File: config.mk
export PLATFORM = sky130hd
export DESIGN_NAME = sadc_core
export DESIGN_NICKNAME = d
export VERILOG_FILES = /design/src/core/sadc_pkg.sv /design/src/core/sadc_sync.sv /design/src/core/sadc_core.sv
export VERILOG_INCLUDE_DIRS = /design/src /design/src/core
export SDC_FILE = /design/constraint.sdc
export NUM_CORES = 1
export LEC_CHECK = 0
export BUFFER_PORTS_ARGS = -buffer_cell sky130_fd_sc_hd__buf_2
export CORE_MARGIN = 5
export CORE_UTILIZATION = 44
export CTS_BUF_LIST = sky130_fd_sc_hd__clkbuf_8
export CTS_CLUSTER_SIZE = 20
export DETAILED_ROUTE_END_ITERATION = 12
export SLEW_MARGIN = 20
export SYNTH_ARGS = -nofsm -noshare
export SYNTH_HDL_FRONTEND = slang
export SYNTH_HIERARCHICAL = 1
export SYNTH_SLANG_ARGS = --single-unit
File: constraint.sdc
create_clock -name clk -period 2.8 [get_ports clk]
set_input_delay 0.56 -clock clk [delete_from_list [all_inputs] [get_ports clk]]
set_output_delay 0.56 -clock clk [all_outputs]
set_load 0.05 [all_outputs]
File: src/core/sadc_defines.svh
/*
  Timing constants and pin-level encodings for the serial converter control block.
  Assumes the core clock runs at 250 MHz (4 ns period).
*/
`ifndef SADC_DEFINES_SVH
`define SADC_DEFINES_SVH

`define SADC_CLK_PERIOD_PS    4000
`define SADC_BUSY_DELAY_NS    100
`define SADC_SCLK_DELAY_NS    260
`define SADC_SCLK_PERIOD_NS   150
`define SADC_CONV_TIME_NS     3000
`define SADC_PREV_HOLD_NS     2200
`define SADC_BUSY_DELAY_CYC   ((`SADC_BUSY_DELAY_NS * 1000) / `SADC_CLK_PERIOD_PS)
`define SADC_SCLK_DELAY_CYC   ((`SADC_SCLK_DELAY_NS * 1000) / `SADC_CLK_PERIOD_PS)
`define SADC_SCLK_HALF_CYC    ((`SADC_SCLK_PERIOD_NS * 1000) / (2 * `SADC_CLK_PERIOD_PS))
`define SADC_PREV_HOLD_CYC    ((`SADC_PREV_HOLD_NS * 1000 + `SADC_CLK_PERIOD_PS - 1) / `SADC_CLK_PERIOD_PS)
`define SADC_CONV_CYC         (`SADC_PREV_HOLD_CYC + 8'h10)
`define SADC_WORD_BITS        16
`define SADC_BIT_CNT_LAST     5'h10
`define SADC_MSB_FLIP         16'h8000
`define SADC_SEL_EXTERNAL     1'h1
`define SADC_FMT_BINARY       1'h1

`endif

File: src/core/sadc_pkg.sv
/*
  Types shared by the serial converter control block.
  Assumes sadc_defines.svh is included by the design files that use it.
*/
package sadc_pkg;

  typedef enum logic [1:0] {
    SADC_IDLE   = 2'b00,
    SADC_CONV   = 2'b01,
    SADC_FINISH = 2'b11
  } sadc_state_t;

  typedef struct packed {
    logic chip_select_n;
    logic read_convert;
    logic shift_clock_in;
    logic chain_in;
  } sadc_pins_t;

endpackage : sadc_pkg

File: src/core/sadc_sync.sv
/*
  Two-flop synchroniser for a group of asynchronous pin levels.
  Assumes the inputs may change at any time relative to clk.
*/
`timescale 1ns/1ps
module sadc_sync #(
  parameter int WIDTH = 4
) (
  // Clock and reset
  input  wire logic             clk,
  input  wire logic             reset_n,
  // Levels
  input  wire logic [WIDTH-1:0] async_in,
  output logic      [WIDTH-1:0] sync_out
);

  logic [WIDTH-1:0] meta_reg;

  always_ff @(posedge clk or negedge reset_n) begin
    if (!reset_n) begin
      meta_reg <= '0;
      sync_out <= '0;
    end else begin
      meta_reg <= async_in;
      sync_out <= meta_reg;
    end
  end

endmodule : sadc_sync

File: src/core/sadc_core.sv
/*
  Conversion control and serial readout of a 16-bit successive-approximation converter.
  Assumes all pin inputs are asynchronous to clk; the converted word arrives from the analog side.
*/
`timescale 1ns/1ps
`include "sadc_defines.svh"

module sadc_core (
  // Clock and reset
  input  wire logic        clk,
  input  wire logic        reset_n,
  // Host pins
  input  wire logic        chip_select_n,
  input  wire logic        read_convert,
  input  wire logic        shift_clock_source_sel,
  input  wire logic        output_format_sel,
  input  wire logic        power_down_pin,
  input  wire logic        chain_in,
  // Shift clock pin, two-way
  input  wire logic        serial_shift_clock_in,
  output logic             serial_shift_clock_out,
  output logic             serial_shift_clock_oe,
  // Status and data outputs
  output logic             busy_n,
  output logic             serial_data,
  // Analog side result
  input  wire logic [15:0] sar_result
);

  sadc_pkg::sadc_pins_t pins_raw;
  sadc_pkg::sadc_pins_t pins;
  sadc_pkg::sadc_pins_t pins_prev;
  logic [2:0]           cfg_sync;
  logic [2:0]           cfg_meta;

  assign pins_raw = '{chip_select_n, read_convert, serial_shift_clock_in, chain_in};

  sadc_sync #(.WIDTH(4)) u_pin_sync (
    .clk      (clk),
    .reset_n  (reset_n),
    .async_in (pins_raw),
    .sync_out (pins)
  );

  // Strap pins pass two flops as well.
  always_ff @(posedge clk or negedge reset_n) begin
    if (!reset_n) begin
      cfg_meta <= '0;
      cfg_sync <= '0;
    end else begin
      cfg_meta <= {shift_clock_source_sel, output_format_sel, power_down_pin};
      cfg_sync <= cfg_meta;
    end
  end

  logic ext_mode;
  logic fmt_binary;
  logic pwr_down;
  assign ext_mode   = (cfg_sync[2] == `SADC_SEL_EXTERNAL);
  assign fmt_binary = (cfg_sync[1] == `SADC_FMT_BINARY);
  assign pwr_down   = cfg_sync[0];

  // The select and convert lines are ORed, so the later of their two falling edges starts a conversion.
  logic gate_now;
  logic gate_prev;
  logic start_evt;
  logic enable_evt;
  logic sclk_rise;
  assign gate_now   = pins.chip_select_n | pins.read_convert;
  assign gate_prev  = pins_prev.chip_select_n | pins_prev.read_convert;
  assign sclk_rise  = pins.shift_clock_in & ~pins_prev.shift_clock_in;

  always_ff @(posedge clk or negedge reset_n) begin
    if (!reset_n) begin
      pins_prev <= '0;
    end else begin
      pins_prev <= pins;
    end
  end

  sadc_pkg::sadc_state_t state_reg;
  logic [15:0]           conv_cnt_reg;
  logic [15:0]           result_reg;
  logic [15:0]           shift_reg;
  logic                  chain_level_reg;
  logic [4:0]            out_cnt_reg;
  logic                  ext_enable_reg;

  assign start_evt  = gate_prev & ~gate_now & (state_reg == sadc_pkg::SADC_IDLE) & ~pwr_down;
  assign enable_evt = ~pins_prev.read_convert & pins.read_convert & ~pins.chip_select_n;

  // Conversion sequencer; a running conversion cannot be restarted.
  always_ff @(posedge clk or negedge reset_n) begin
    if (!reset_n) begin
      state_reg    <= sadc_pkg::SADC_IDLE;
      conv_cnt_reg <= '0;
    end else begin
      unique case (state_reg)
        sadc_pkg::SADC_IDLE: begin
          if (start_evt) begin
            state_reg    <= sadc_pkg::SADC_CONV;
            conv_cnt_reg <= '0;
          end
        end
        sadc_pkg::SADC_CONV: begin
          conv_cnt_reg <= conv_cnt_reg + 16'h0001;
          if (conv_cnt_reg == 16'(`SADC_CONV_CYC - 1)) begin
            state_reg    <= sadc_pkg::SADC_FINISH;
            conv_cnt_reg <= '0;
          end
        end
        sadc_pkg::SADC_FINISH: begin
          conv_cnt_reg <= conv_cnt_reg + 16'h0001;
          if (conv_cnt_reg == 16'(`SADC_BUSY_DELAY_CYC - 1)) begin
            state_reg <= sadc_pkg::SADC_IDLE;
          end
        end
      endcase
    end
  end

  // Busy stays low from start until the post-conversion delay has elapsed.
  always_ff @(posedge clk or negedge reset_n) begin
    if (!reset_n) begin
      busy_n <= 1'b1;
    end else begin
      busy_n <= ~(start_evt | (state_reg == sadc_pkg::SADC_CONV)
                 | ((state_reg == sadc_pkg::SADC_FINISH) && (conv_cnt_reg != 16'(`SADC_BUSY_DELAY_CYC - 1))));
    end
  end

  // Result latch. Bipolar complement flips the MSB so zero sits between all ones and all zeros.
  logic conv_done;
  assign conv_done = (state_reg == sadc_pkg::SADC_CONV) && (conv_cnt_reg == 16'(`SADC_CONV_CYC - 1));

  always_ff @(posedge clk or negedge reset_n) begin
    if (!reset_n) begin
      result_reg <= '0;
    end else if (conv_done) begin
      result_reg <= fmt_binary ? sar_result : (sar_result ^ `SADC_MSB_FLIP);
    end
  end

  // Internal shift clock generator: delay, then sixteen pulses of the previous result.
  logic [7:0] sclk_cnt_reg;
  logic       sclk_run_reg;
  logic       sclk_wait_reg;

  always_ff @(posedge clk or negedge reset_n) begin
    if (!reset_n) begin
      sclk_wait_reg          <= 1'b0;
      sclk_run_reg           <= 1'b0;
      sclk_cnt_reg           <= '0;
      serial_shift_clock_out <= 1'b0;
    end else if (start_evt && !ext_mode) begin
      sclk_wait_reg <= 1'b1;
      sclk_cnt_reg  <= '0;
    end else if (sclk_wait_reg) begin
      sclk_cnt_reg <= sclk_cnt_reg + 8'h01;
      if (sclk_cnt_reg == 8'(`SADC_SCLK_DELAY_CYC - 1)) begin
        sclk_wait_reg          <= 1'b0;
        sclk_run_reg           <= 1'b1;
        sclk_cnt_reg           <= '0;
        serial_shift_clock_out <= 1'b1;
      end
    end else if (sclk_run_reg) begin
      sclk_cnt_reg <= sclk_cnt_reg + 8'h01;
      if (sclk_cnt_reg == 8'(`SADC_SCLK_HALF_CYC - 1)) begin
        sclk_cnt_reg           <= '0;
        serial_shift_clock_out <= ~serial_shift_clock_out;
        if (serial_shift_clock_out && out_cnt_reg == `SADC_BIT_CNT_LAST) begin
          sclk_run_reg <= 1'b0;
        end
      end
    end else begin
      serial_shift_clock_out <= 1'b0;
    end
  end

  assign serial_shift_clock_oe = ~ext_mode;

  // Output shifter. The previous word is kept until fully shifted, well past the hold time.
  logic int_shift;
  assign int_shift = sclk_run_reg && (sclk_cnt_reg == 8'(`SADC_SCLK_HALF_CYC - 1)) && serial_shift_clock_out;

  always_ff @(posedge clk or negedge reset_n) begin
    if (!reset_n) begin
      shift_reg       <= '0;
      out_cnt_reg     <= '0;
      ext_enable_reg  <= 1'b0;
      chain_level_reg <= 1'b0;
    end else begin
      if (start_evt) begin
        chain_level_reg <= pins.chain_in;
      end
      if (!ext_mode) begin
        if (start_evt) begin
          shift_reg   <= result_reg;
          out_cnt_reg <= 5'h01;
        end else if (int_shift && out_cnt_reg != `SADC_BIT_CNT_LAST) begin
          shift_reg   <= {shift_reg[14:0], 1'b0};
          out_cnt_reg <= out_cnt_reg + 5'h01;
        end
        ext_enable_reg <= 1'b0;
      end else begin
        if (enable_evt || (pins_prev.chip_select_n && !pins.chip_select_n && pins.read_convert)) begin
          shift_reg      <= result_reg;
          out_cnt_reg    <= '0;
          ext_enable_reg <= 1'b1;
        end else if (ext_enable_reg && sclk_rise) begin
          shift_reg <= {shift_reg[14:0], pins.chain_in};
          if (out_cnt_reg != `SADC_BIT_CNT_LAST) begin
            out_cnt_reg <= out_cnt_reg + 5'h01;
          end
        end
        if (gate_now == 1'b1 && pins.chip_select_n) begin
          ext_enable_reg <= 1'b0;
        end
      end
    end
  end

  // Data output: shifter MSB while shifting, else the captured chain level.
  always_ff @(posedge clk or negedge reset_n) begin
    if (!reset_n) begin
      serial_data <= 1'b0;
    end else if (ext_mode) begin
      serial_data <= ext_enable_reg ? shift_reg[15] : chain_level_reg;
    end else begin
      serial_data <= (out_cnt_reg != '0 && (sclk_run_reg || sclk_wait_reg)) ? shift_reg[15] : chain_level_reg;
    end
  end

endmodule : sadc_core

# [After elaboration in Yosys (flattened, before gate mapping)]
# Index checks and enable logic that the tools add are counted.
[op_classes] add_sub_neg=3 n_eq_ne=17 n_mux=41 bitwise=20 reduce_logical=25
[ops] op="16-bit two-way mux" n=8
[ops] op="16-bit one-hot mux with 3 select lines" n=1
[ops] op="8-bit two-way mux" n=5
[ops] op="5-bit two-way mux" n=6
[ops] op="1-bit two-way mux" n=17
[ops] op="16-bit by 1-bit adder with 16-bit output (second input constant)" n=1
[ops] op="16-bit by 10-bit equality test with 1-bit output (second input constant)" n=1
[ops] op="16-bit by 5-bit equality test with 1-bit output (second input constant)" n=1
[ops] op="16-bit by 5-bit != test with 1-bit output (second input constant)" n=1
[ops] op="1-bit logical AND" n=12
[ops] op="3-bit by 1-bit != test with 1-bit output (second input constant)" n=4
[ops] op="1-bit inverter" n=10
[ops] op="3-bit AND reduction" n=3
[ops] op="8-bit by 1-bit adder with 8-bit output (second input constant)" n=1
[ops] op="8-bit by 5-bit equality test with 1-bit output (second input constant)" n=1
[ops] op="8-bit by 7-bit equality test with 1-bit output (second input constant)" n=1
[ops] op="1-bit AND" n=6
[ops] op="2-bit two-way mux" n=3
[ops] op="2-bit != test (second input constant)" n=3
[ops] op="2-bit one-hot mux with 3 select lines" n=1
[ops] op="3-bit nonzero test" n=2
[ops] op="5-bit by 1-bit adder with 5-bit output (second input constant)" n=1
[ops] op="5-bit equality test (second input constant)" n=1
[ops] op="5-bit != test (second input constant)" n=1
[ops] op="9 further kinds" n=15
[word_totals] regBits=87

# [Logic depth before layout (Yosys ltp)]
# Gate-level depths: netlist of the first run.
[depth] word_depth=8 depth_mapped=8 depth_no_buf=7

# [Hierarchy]
# The synthesis of the first run kept the hierarchy.
[modules_own_cells] mod="sadc_core" instances=1 cells_per_inst=363 area_each_um2=3809.9
[modules_own_cells] mod="sadc_sync" instances=1 cells_per_inst=8 area_each_um2=200.2

# [Worst setup path before layout of the first run]
# Ideal clock, no wire load.
[synth_timing] path_type="register to register" from="register cfg_sync[2]" to="register out_cnt_reg[3]" setup_ns=0.124 arrival_time_ns=1.981 required_time_ns=2.676 setup_slack_ns=0.695 path_stages_with_launch=9 synth_period_minus_slack_ns=2.105 cell_sequence="dfrtp_1 -> buf_2 -> inv_1 -> nor4_1 -> or2_1 -> buf_6 -> buf_6 -> nor2_1 -> a211o_1"
[synth_between] elab_chain_len=2 word_cells_on_any_way=5 classes_between="eq/ne (2); mux (1); reduce/logical (2)"
[synth_lines] element="from (decl)" line_no="sadc_core.sv:33" rtl="logic [2:0] cfg_sync;"
[synth_lines] element="from (signal assigned)" line_no="sadc_core.sv:52" rtl="cfg_sync <= cfg_meta;"
[synth_lines] element="3-bit by 1-bit != test with 1-bit output (no source line) or 3-bit nonzero test (tied branches)"
[synth_lines] element="3-bit AND reduction (no source line)"
[synth_lines] element="to (signal assigned)" line_no="sadc_core.sv:202" rtl="out_cnt_reg <= out_cnt_reg + 5'h01;"
[synth_lines] element="to (signal assigned)" line_no="sadc_core.sv:213" rtl="out_cnt_reg <= out_cnt_reg + 5'h01;"
[synth_lines] element="to (decl)" line_no="sadc_core.sv:86" rtl="logic [4:0] out_cnt_reg;"
# Parallel ways exist; a longest one is shown, timed or not.
# A chain may end at the register's enable or synchronous reset.

# [Worst setup path after layout of the first run]
[layout_timing] from="register state_reg[0]" to="register out_cnt_reg[4]"
[layout_between] elab_chain_len=5 word_cells_on_any_way=7 classes_between="mux (2); bitwise (2); reduce/logical (3)"
[layout_lines] element="from (decl)" line_no="sadc_core.sv:81" rtl="sadc_pkg::sadc_state_t state_reg;"
[layout_lines] element="from (signal assigned)" line_no="sadc_core.sv:95" rtl="state_reg <= sadc_pkg::SADC_IDLE;"
[layout_lines] element="from (signal assigned)" line_no="sadc_core.sv:101" rtl="state_reg <= sadc_pkg::SADC_CONV;"
[layout_lines] element="from (signal assigned)" line_no="sadc_core.sv:108" rtl="state_reg <= sadc_pkg::SADC_FINISH;"
[layout_lines] element="2-bit logical NOT *" line_no="sadc_core.sv:89" rtl="assign start_evt = gate_prev & ~gate_now & (state_reg == sadc_pkg::SADC_IDLE) & ~pwr_down;"
[layout_lines] element="1-bit AND * (2 in a row)" line_no="sadc_core.sv:89"
[layout_lines] element="3-bit nonzero test (no source line) or 5-bit two-way mux (tied branches)"
[layout_lines] element="3-bit AND reduction (no source line) or 5-bit two-way mux (tied branches)"
# Every way passes the cells marked *; elsewhere a longest branch is shown, timed or not.

==> flow_summary.ini, run 1 <==
[run_status]
status = finished, final reports clean

[setup_path]
cp_max_fo = 13
rr_startpoint = state_reg[0]
start_kind = register
cp_slowest_stage_delay_ns = 0.59
cp_cell_sequence = or4_4, nor3_2, buf_4, o31ai_4, or4_1, o21ai_0
startpoint = state_reg[0]
timing_worst_setup_path_type = register to register
crit_slowest_cell = or4_4
cp.arrival_ns = 2.53
cp-end-kind = register
required_ns = 3.07

[synthesis]
synth_area_sq_um = 4010
ys.warnings.count = 6
synth_cell_types = 52
syn_nets = 404
ys_seq_elements = 87
synth_edf_count = 0
yosysSeqAreaShare_pct = 54.3
ys_async_sr_fraction_pct = 100
synth_top_area_cell = dfrtp_1
postSynthCellCount = 371
synth_top_cells_by_area = dfrtp_1 (54%), mux2_2 (4.8%), mux2i_1 (4.2%)
post_synth.cell_area_avg_sq_um = 10.8
netlist.area_leader.share_pct = 53.7
synthFlopType = dfrtp_1

[placement]
io_buffers = 28
dpl.hpwl_um = 5160
dpl_worst_slack_ns = 0.529
gp_congestion = 0.813

[drt]
num_vias = 2803
remaining_drc_errors = 0
drtIter0Drc = 75
postRouteAntennaNets = 0
routedWlPerCell_um = 14.3
dr.pass1.iters = 4
via_per_inst = 5.41
finalWirelength_um = 7410

[sta]
setup_viol = 0
final_hold_viol_count = 0
finalCritPeriodShare_pct = 80.7
fin_setup_tns_ns = 0
fin_crit_ns = 2.26
fmax_ghz = 0.442
worstMarginPinSlew_ns = 0.853
slew_violations = 0
setup_ws_ns = 0.539
rsz0062_at_grt = no
final.setup_skew_ns = 0.0127
slew-limit-headroom_pct = 42.7

[clock_tree]
cts_sinks = 87
clk_latency_ns = 0.35
root_buffer = clkbuf_8
ctsResizeCount = 0
cts_tree = built
clockBufferDepth = 2
post_cts_buffers = 0
cts_hold_buf = 0
cts.htree.levels = 3
cts_made_buffers = 9
clk_pin_slew_worst_paths_ns = 0.09

[floorplan]
core_area_sq_um = 8810
io_pins = 29
die_x_um = 105
num_rows = 34
die-area_sq_um = 11100
start_util_pct = 45.5
die_h_um = 105

[global_route]
gr-total-overflow = 0
grt_pass1_wl_um = 13000
track_usage_pct = 14.2
grt_max_degree = 46
antenna_found_initial = 0
grt_pass1_vias = 2733

[final_layout]
syn_to_final_growth_pct = 13.5
nNetsFinal = 438
drive_gt1_share_pct = 19.8
diodes = 0

[power_and_ir_drop]
leakagePower_nw = 2.01
powerDensity_nw_per_um2 = 788
irDropWorstVdd_mv = 0.515

[hold_path]
holdCritPathClass = input pin to asynchronous set/reset pin

[flow_run]
maxCapViolCount = 0
[per-stage QoR]
stage | hold WS, ns | cell area (sq um) | std cells | utilization (%) | total power (W)
after floorplan | 0.264 | 4010 | 371 | - | 0.00235
after CTS | 0.202 | 4550 | 518 | 51.7 | 0.00365
after global routing | 0.228 | 4550 | 518 | 51.7 | 0.00386
after global placement | 0.341 | 4300 | 502 | 48.9 | 0.00256
final | 0.193 | 4550 | 518 | 51.7 | 0.00359
after detailed placement | 0.339 | 4310 | 502 | 48.9 | 0.00259
[kinds of logic after synthesis]
kind of cell    Yosys count  share of synthesized area [%]
simple gates            126                           17.7
compound gates           80                           12.3
flops                    87                           54.3
buf+inv                  34                           3.78
mux                      34                           9.02
fa+ha+maj                 8                           2.50
xor+xnor                  2                          0.437
[where the power goes]
group | total [W] | switching (W) | internal, W
Sequential | 0.00176 | 0.000247 | 0.00151
Combinational | 0.000794 | 0.000442 | 0.000353
Clock | 0.00104 | 0.000440 | 0.000596
Total | 0.00359 | 0.00113 | 0.00246
[critical path, delay by kind of cell (launching register included)]
kind / cells / cell delay, ns
flip-flops: 1 / 0.52
AND/OR/NAND/NOR: 3 / 1.32
AO/OA/AOI/OAI: 2 / 0.17
buffers and inverters: 1 / 0.18
[path summary, 6_finish.rpt]
| check | endpoint | slack (ns) | cells past startpoint |
|---|---|---|---|
| worst max-delay path | out_cnt_reg[4] | 0.54 | 6 |
| worst max register to register | out_cnt_reg[4] | 0.54 | 6 |
| min in group clk | u_pin_sync/meta_reg[0] | 0.31 | 1 |
| worst min register to register | cfg_sync[1] | 0.36 | 0 |
| max in group asynchronous | busy_n | 1.92 | 2 |
| worst min-delay path | sclk_cnt_reg[4] | 0.19 | 1 |
[cell usage in the layout, fill, tap and decap left out, drive strengths merged, types with 3 or more instances in the layout]
cell type	synthesis	layout
dfrtp	86	86
nand2	45	45
buf	4	38
o21ai	32	32
inv	19	22
a21oi	21	21
mux2	17	17
mux2i	17	17
nand3	14	14
or3	9	9
clkbuf	11	9
nor2	8	8
ha	8	8
nor4	7	7
nor3	7	7
nand4	6	6
and3	6	6
o31ai	6	6
and4	3	3
nor4b	3	3
nand4b	3	3
a21o	3	3
bufinv	0	3
and2	3	3
or4	3	3
[layout make-up]
| class | count | area [sq um] |
|---|---|---|
| fillers | 803 | 4250 |
| flip-flops and latches | 87 | 2180 |
| multi-input cells | 250 | 1690 |
| repair buffers | 38 | 230 |
| well taps | 108 | 135 |
| clock buffers | 9 | 124 |
| clock inverters | 7 | 119 |
| inverters | 19 | 71.3 |
[Yosys cell counts (all sizes together) (4+ instances only)]
cell type and count:
inv 19, or3 9, o21ai 32, dfrtp 86, mux2 17, nor4 7, nand2 45, clkbuf 11
nand4 6, nor2 8, o31ai 6, nand3 14, a21oi 21, nor3 7, mux2i 17, and3 6
ha 8, buf 4
[layer usage]
| metal | up-vias | wire (um) | track usage, % |
|---|---|---|---|
| met3 | 5 | 236 | 4.52 |
| met1 | 1360 | 3580 | 19.3 |
| met2 | 30 | 3540 | 22.3 |
| met4 | 0 | 52 | 3.37 |
| li1 | 1408 | - | - |
| met5 | - | 0 | 0 |
Note: power is estimated with default switching activity, not from simulation.
==> inputs of run 2 (changes only) <==
==> constraint.sdc (replaced) <==
create_clock -name clk -period 1.9 [get_ports clk]
set_input_delay 0.38 -clock clk [delete_from_list [all_inputs] [get_ports clk]]
set_output_delay 0.38 -clock clk [all_outputs]
set_load 0.05 [all_outputs]
==> run 2 against run 1 <==
Die area is the same. Sequential power grew 40%. Fmax grew 15%. Count of clock-buffer cells in the layout grew 1. Critical path depth is the same. Non-clock buffer count grew 56. Clock skew shrank 0.0027 ns. The flow now finishes with violations (setup timing). Critical path type unchanged.
==> flow_summary.ini, run 2 (same netlist as run 1, synthesis figures left out) <==
[final_layout]
nFillCells = 765
layout_common_cells = dfrtp_1 (86), buf_4 (59), nand2_1 (45), buf_2 (29), o21ai_0 (23)
multiInputGateArea_sq_um = 1770
drive_gt1_share_pct = 31.5
diodes = 0
layout.area.seq_sq_um = 2180
syn_to_final_growth_pct = 25.9
fin_util_pct = 57.3
final_common_cell = dfrtp_1
fin_area_sq_um = 5050
nNetsFinal = 494

[clock_tree]
cts_sinks = 87
cts_made_buffers = 9
root_buffer = clkbuf_8
cts_tree = built
clockBufferDepth = 2
clk_latency_ns = 0.36
clk_pin_slew_worst_paths_ns = 0.09
cts.htree.levels = 3

[sta]
slew-limit-headroom_pct = 69.8
setup_ws_ns = -0.0719
slew_violations = 0
setup_viol = 2
fmax_ghz = 0.507
rsz0062_at_grt = yes
whs_ns = 0.125
fin_crit_ns = 1.97
finalCritPeriodShare_pct = 104
fin_setup_tns_ns = -0.102
final_hold_viol_count = 0
worstMarginPinSlew_ns = 0.451
final.setup_skew_ns = 0.00998

[setup_path]
cp-end-kind = register
timing_worst_setup_path_type = register to register
cp.arrival_ns = 2.26
required_ns = 2.19
start_kind = register
cp_max_fo = 2

[placement]
place_area_sq_um = 4660
dpl.hpwl_um = 5910
gp_congestion = 0.771
io_buffers = 28

[flow_run]
maxCapViolCount = 0

[floorplan]
core_area_sq_um = 8810
start_util_pct = 45.5
die_h_um = 105
die-area_sq_um = 11100
io_pins = 29
die_x_um = 105
num_rows = 34

[run_status]
failed_checks = setup timing
status = complete, but fails checks

[drt]
via_per_inst = 5.34
routedWlPerCell_um = 14.7
finalWirelength_um = 8410
drtIter0Drc = 89
num_vias = 3067
remaining_drc_errors = 0
postRouteAntennaNets = 0
dr.pass1.iters = 4

[global_route]
grt_pass1_vias = 3117
grt_pass1_wl_um = 14600
grt_max_degree = 34
track_usage_pct = 16.1
gr-total-overflow = 0
antenna_found_initial = 0

[power_and_ir_drop]
irDropWorstVdd_mv = 0.577
powerDensity_nw_per_um2 = 1100
leakagePower_nw = 2.31

[hold_path]
holdCritPathClass = input pin to register
==> run 2: cell count changes in the layout (fill, tap and decap cells not counted), moves of 3 or more <==
| cell | before | now |
|---|---|---|
| buf_4 | 10 | 59 |
| nor4_2 | 0 | 3 |
| o21ai_1 | 6 | 9 |
| o21ai_0 | 26 | 23 |
| nor4_1 | 5 | 2 |
==> run 2: path summary, 6_finish.rpt <==
kind	slack [ns]	start	end	depth (start not counted)
setup / recovery	-0.07	sclk_cnt_reg[5]	out_cnt_reg[4]	6
max in group asynchronous	0.93	reset_n	result_reg[7]	3
min in group asynchronous	0.42	reset_n	sclk_cnt_reg[2]	2
setup reg to reg	-0.07	sclk_cnt_reg[5]	out_cnt_reg[4]	6
hold reg to reg	0.35	u_pin_sync/meta_reg[1]	u_pin_sync/sync_out[1]	0
hold / removal	0.13	power_down_pin	cfg_meta[0]	1
==> run 2: through the flow <==
| stage | total power [W] | setup WS [ns] | std cells |
|---|---|---|---|
| floorplan | 0.00347 | -0.0772 | 371 |
| global placement | 0.00413 | -0.150 | 543 |
| detailed placement | 0.00418 | -0.240 | 543 |
| CTS | 0.00554 | -0.0533 | 567 |
| global route | 0.00599 | -0.181 | 574 |
| finish | 0.00557 | -0.0719 | 574 |
==> run 2: power breakdown <==
group / leakage, nW / internal (W) / switching, W
clock network: 0.104 / 0.000639 / 0.000648
logic: 1.14 / 0.000895 / 0.000932
registers: 1.07 / 0.00223 / 0.000234
total: 2.31 / 0.00376 / 0.00181
==> run 2: final cells by class <==
| class | instances | share of cell area [%] |
|---|---|---|
| Clock inverter | 6 | 1.19 |
| Sequential cell | 87 | 43.2 |
| Tap cell | 108 | 2.68 |
| Inverter | 19 | 1.41 |
| Multi-Input combinational cell | 250 | 35.1 |
| Timing Repair Buffer | 94 | 13.8 |
| Clock buffer | 10 | 2.73 |
==> run 2: critical path, cell delays in order, from the launching register on <==
cell,delay (ns)
dfrtp_1,0.39
or4_4,0.56
nor4_4,0.14
buf_4,0.18
o31ai_4,0.06
or4_1,0.50
o21ai_1,0.08
==> run 2: layer usage <==
layer / GRT usage, % / vias up / wire, um
met1: 21.2 / 1509 / 3950
met5: 0 / - / 0
met2: 26.4 / 33 / 4110
met3: 4.03 / 8 / 253
li1: - / 1517 / -
met4: 4.59 / 0 / 90
==> run 2: what timing repair did <==
action | CTS | global route
endpoints found under the hold margin | 13 | 0
resized for setup | 11 | 9
hold buffers | 1 | 0
cloned | 2 | 1
buffers inserted | 5 | 7
pin swaps | 2 | 6
setup endpoints to repair | 28 | 32
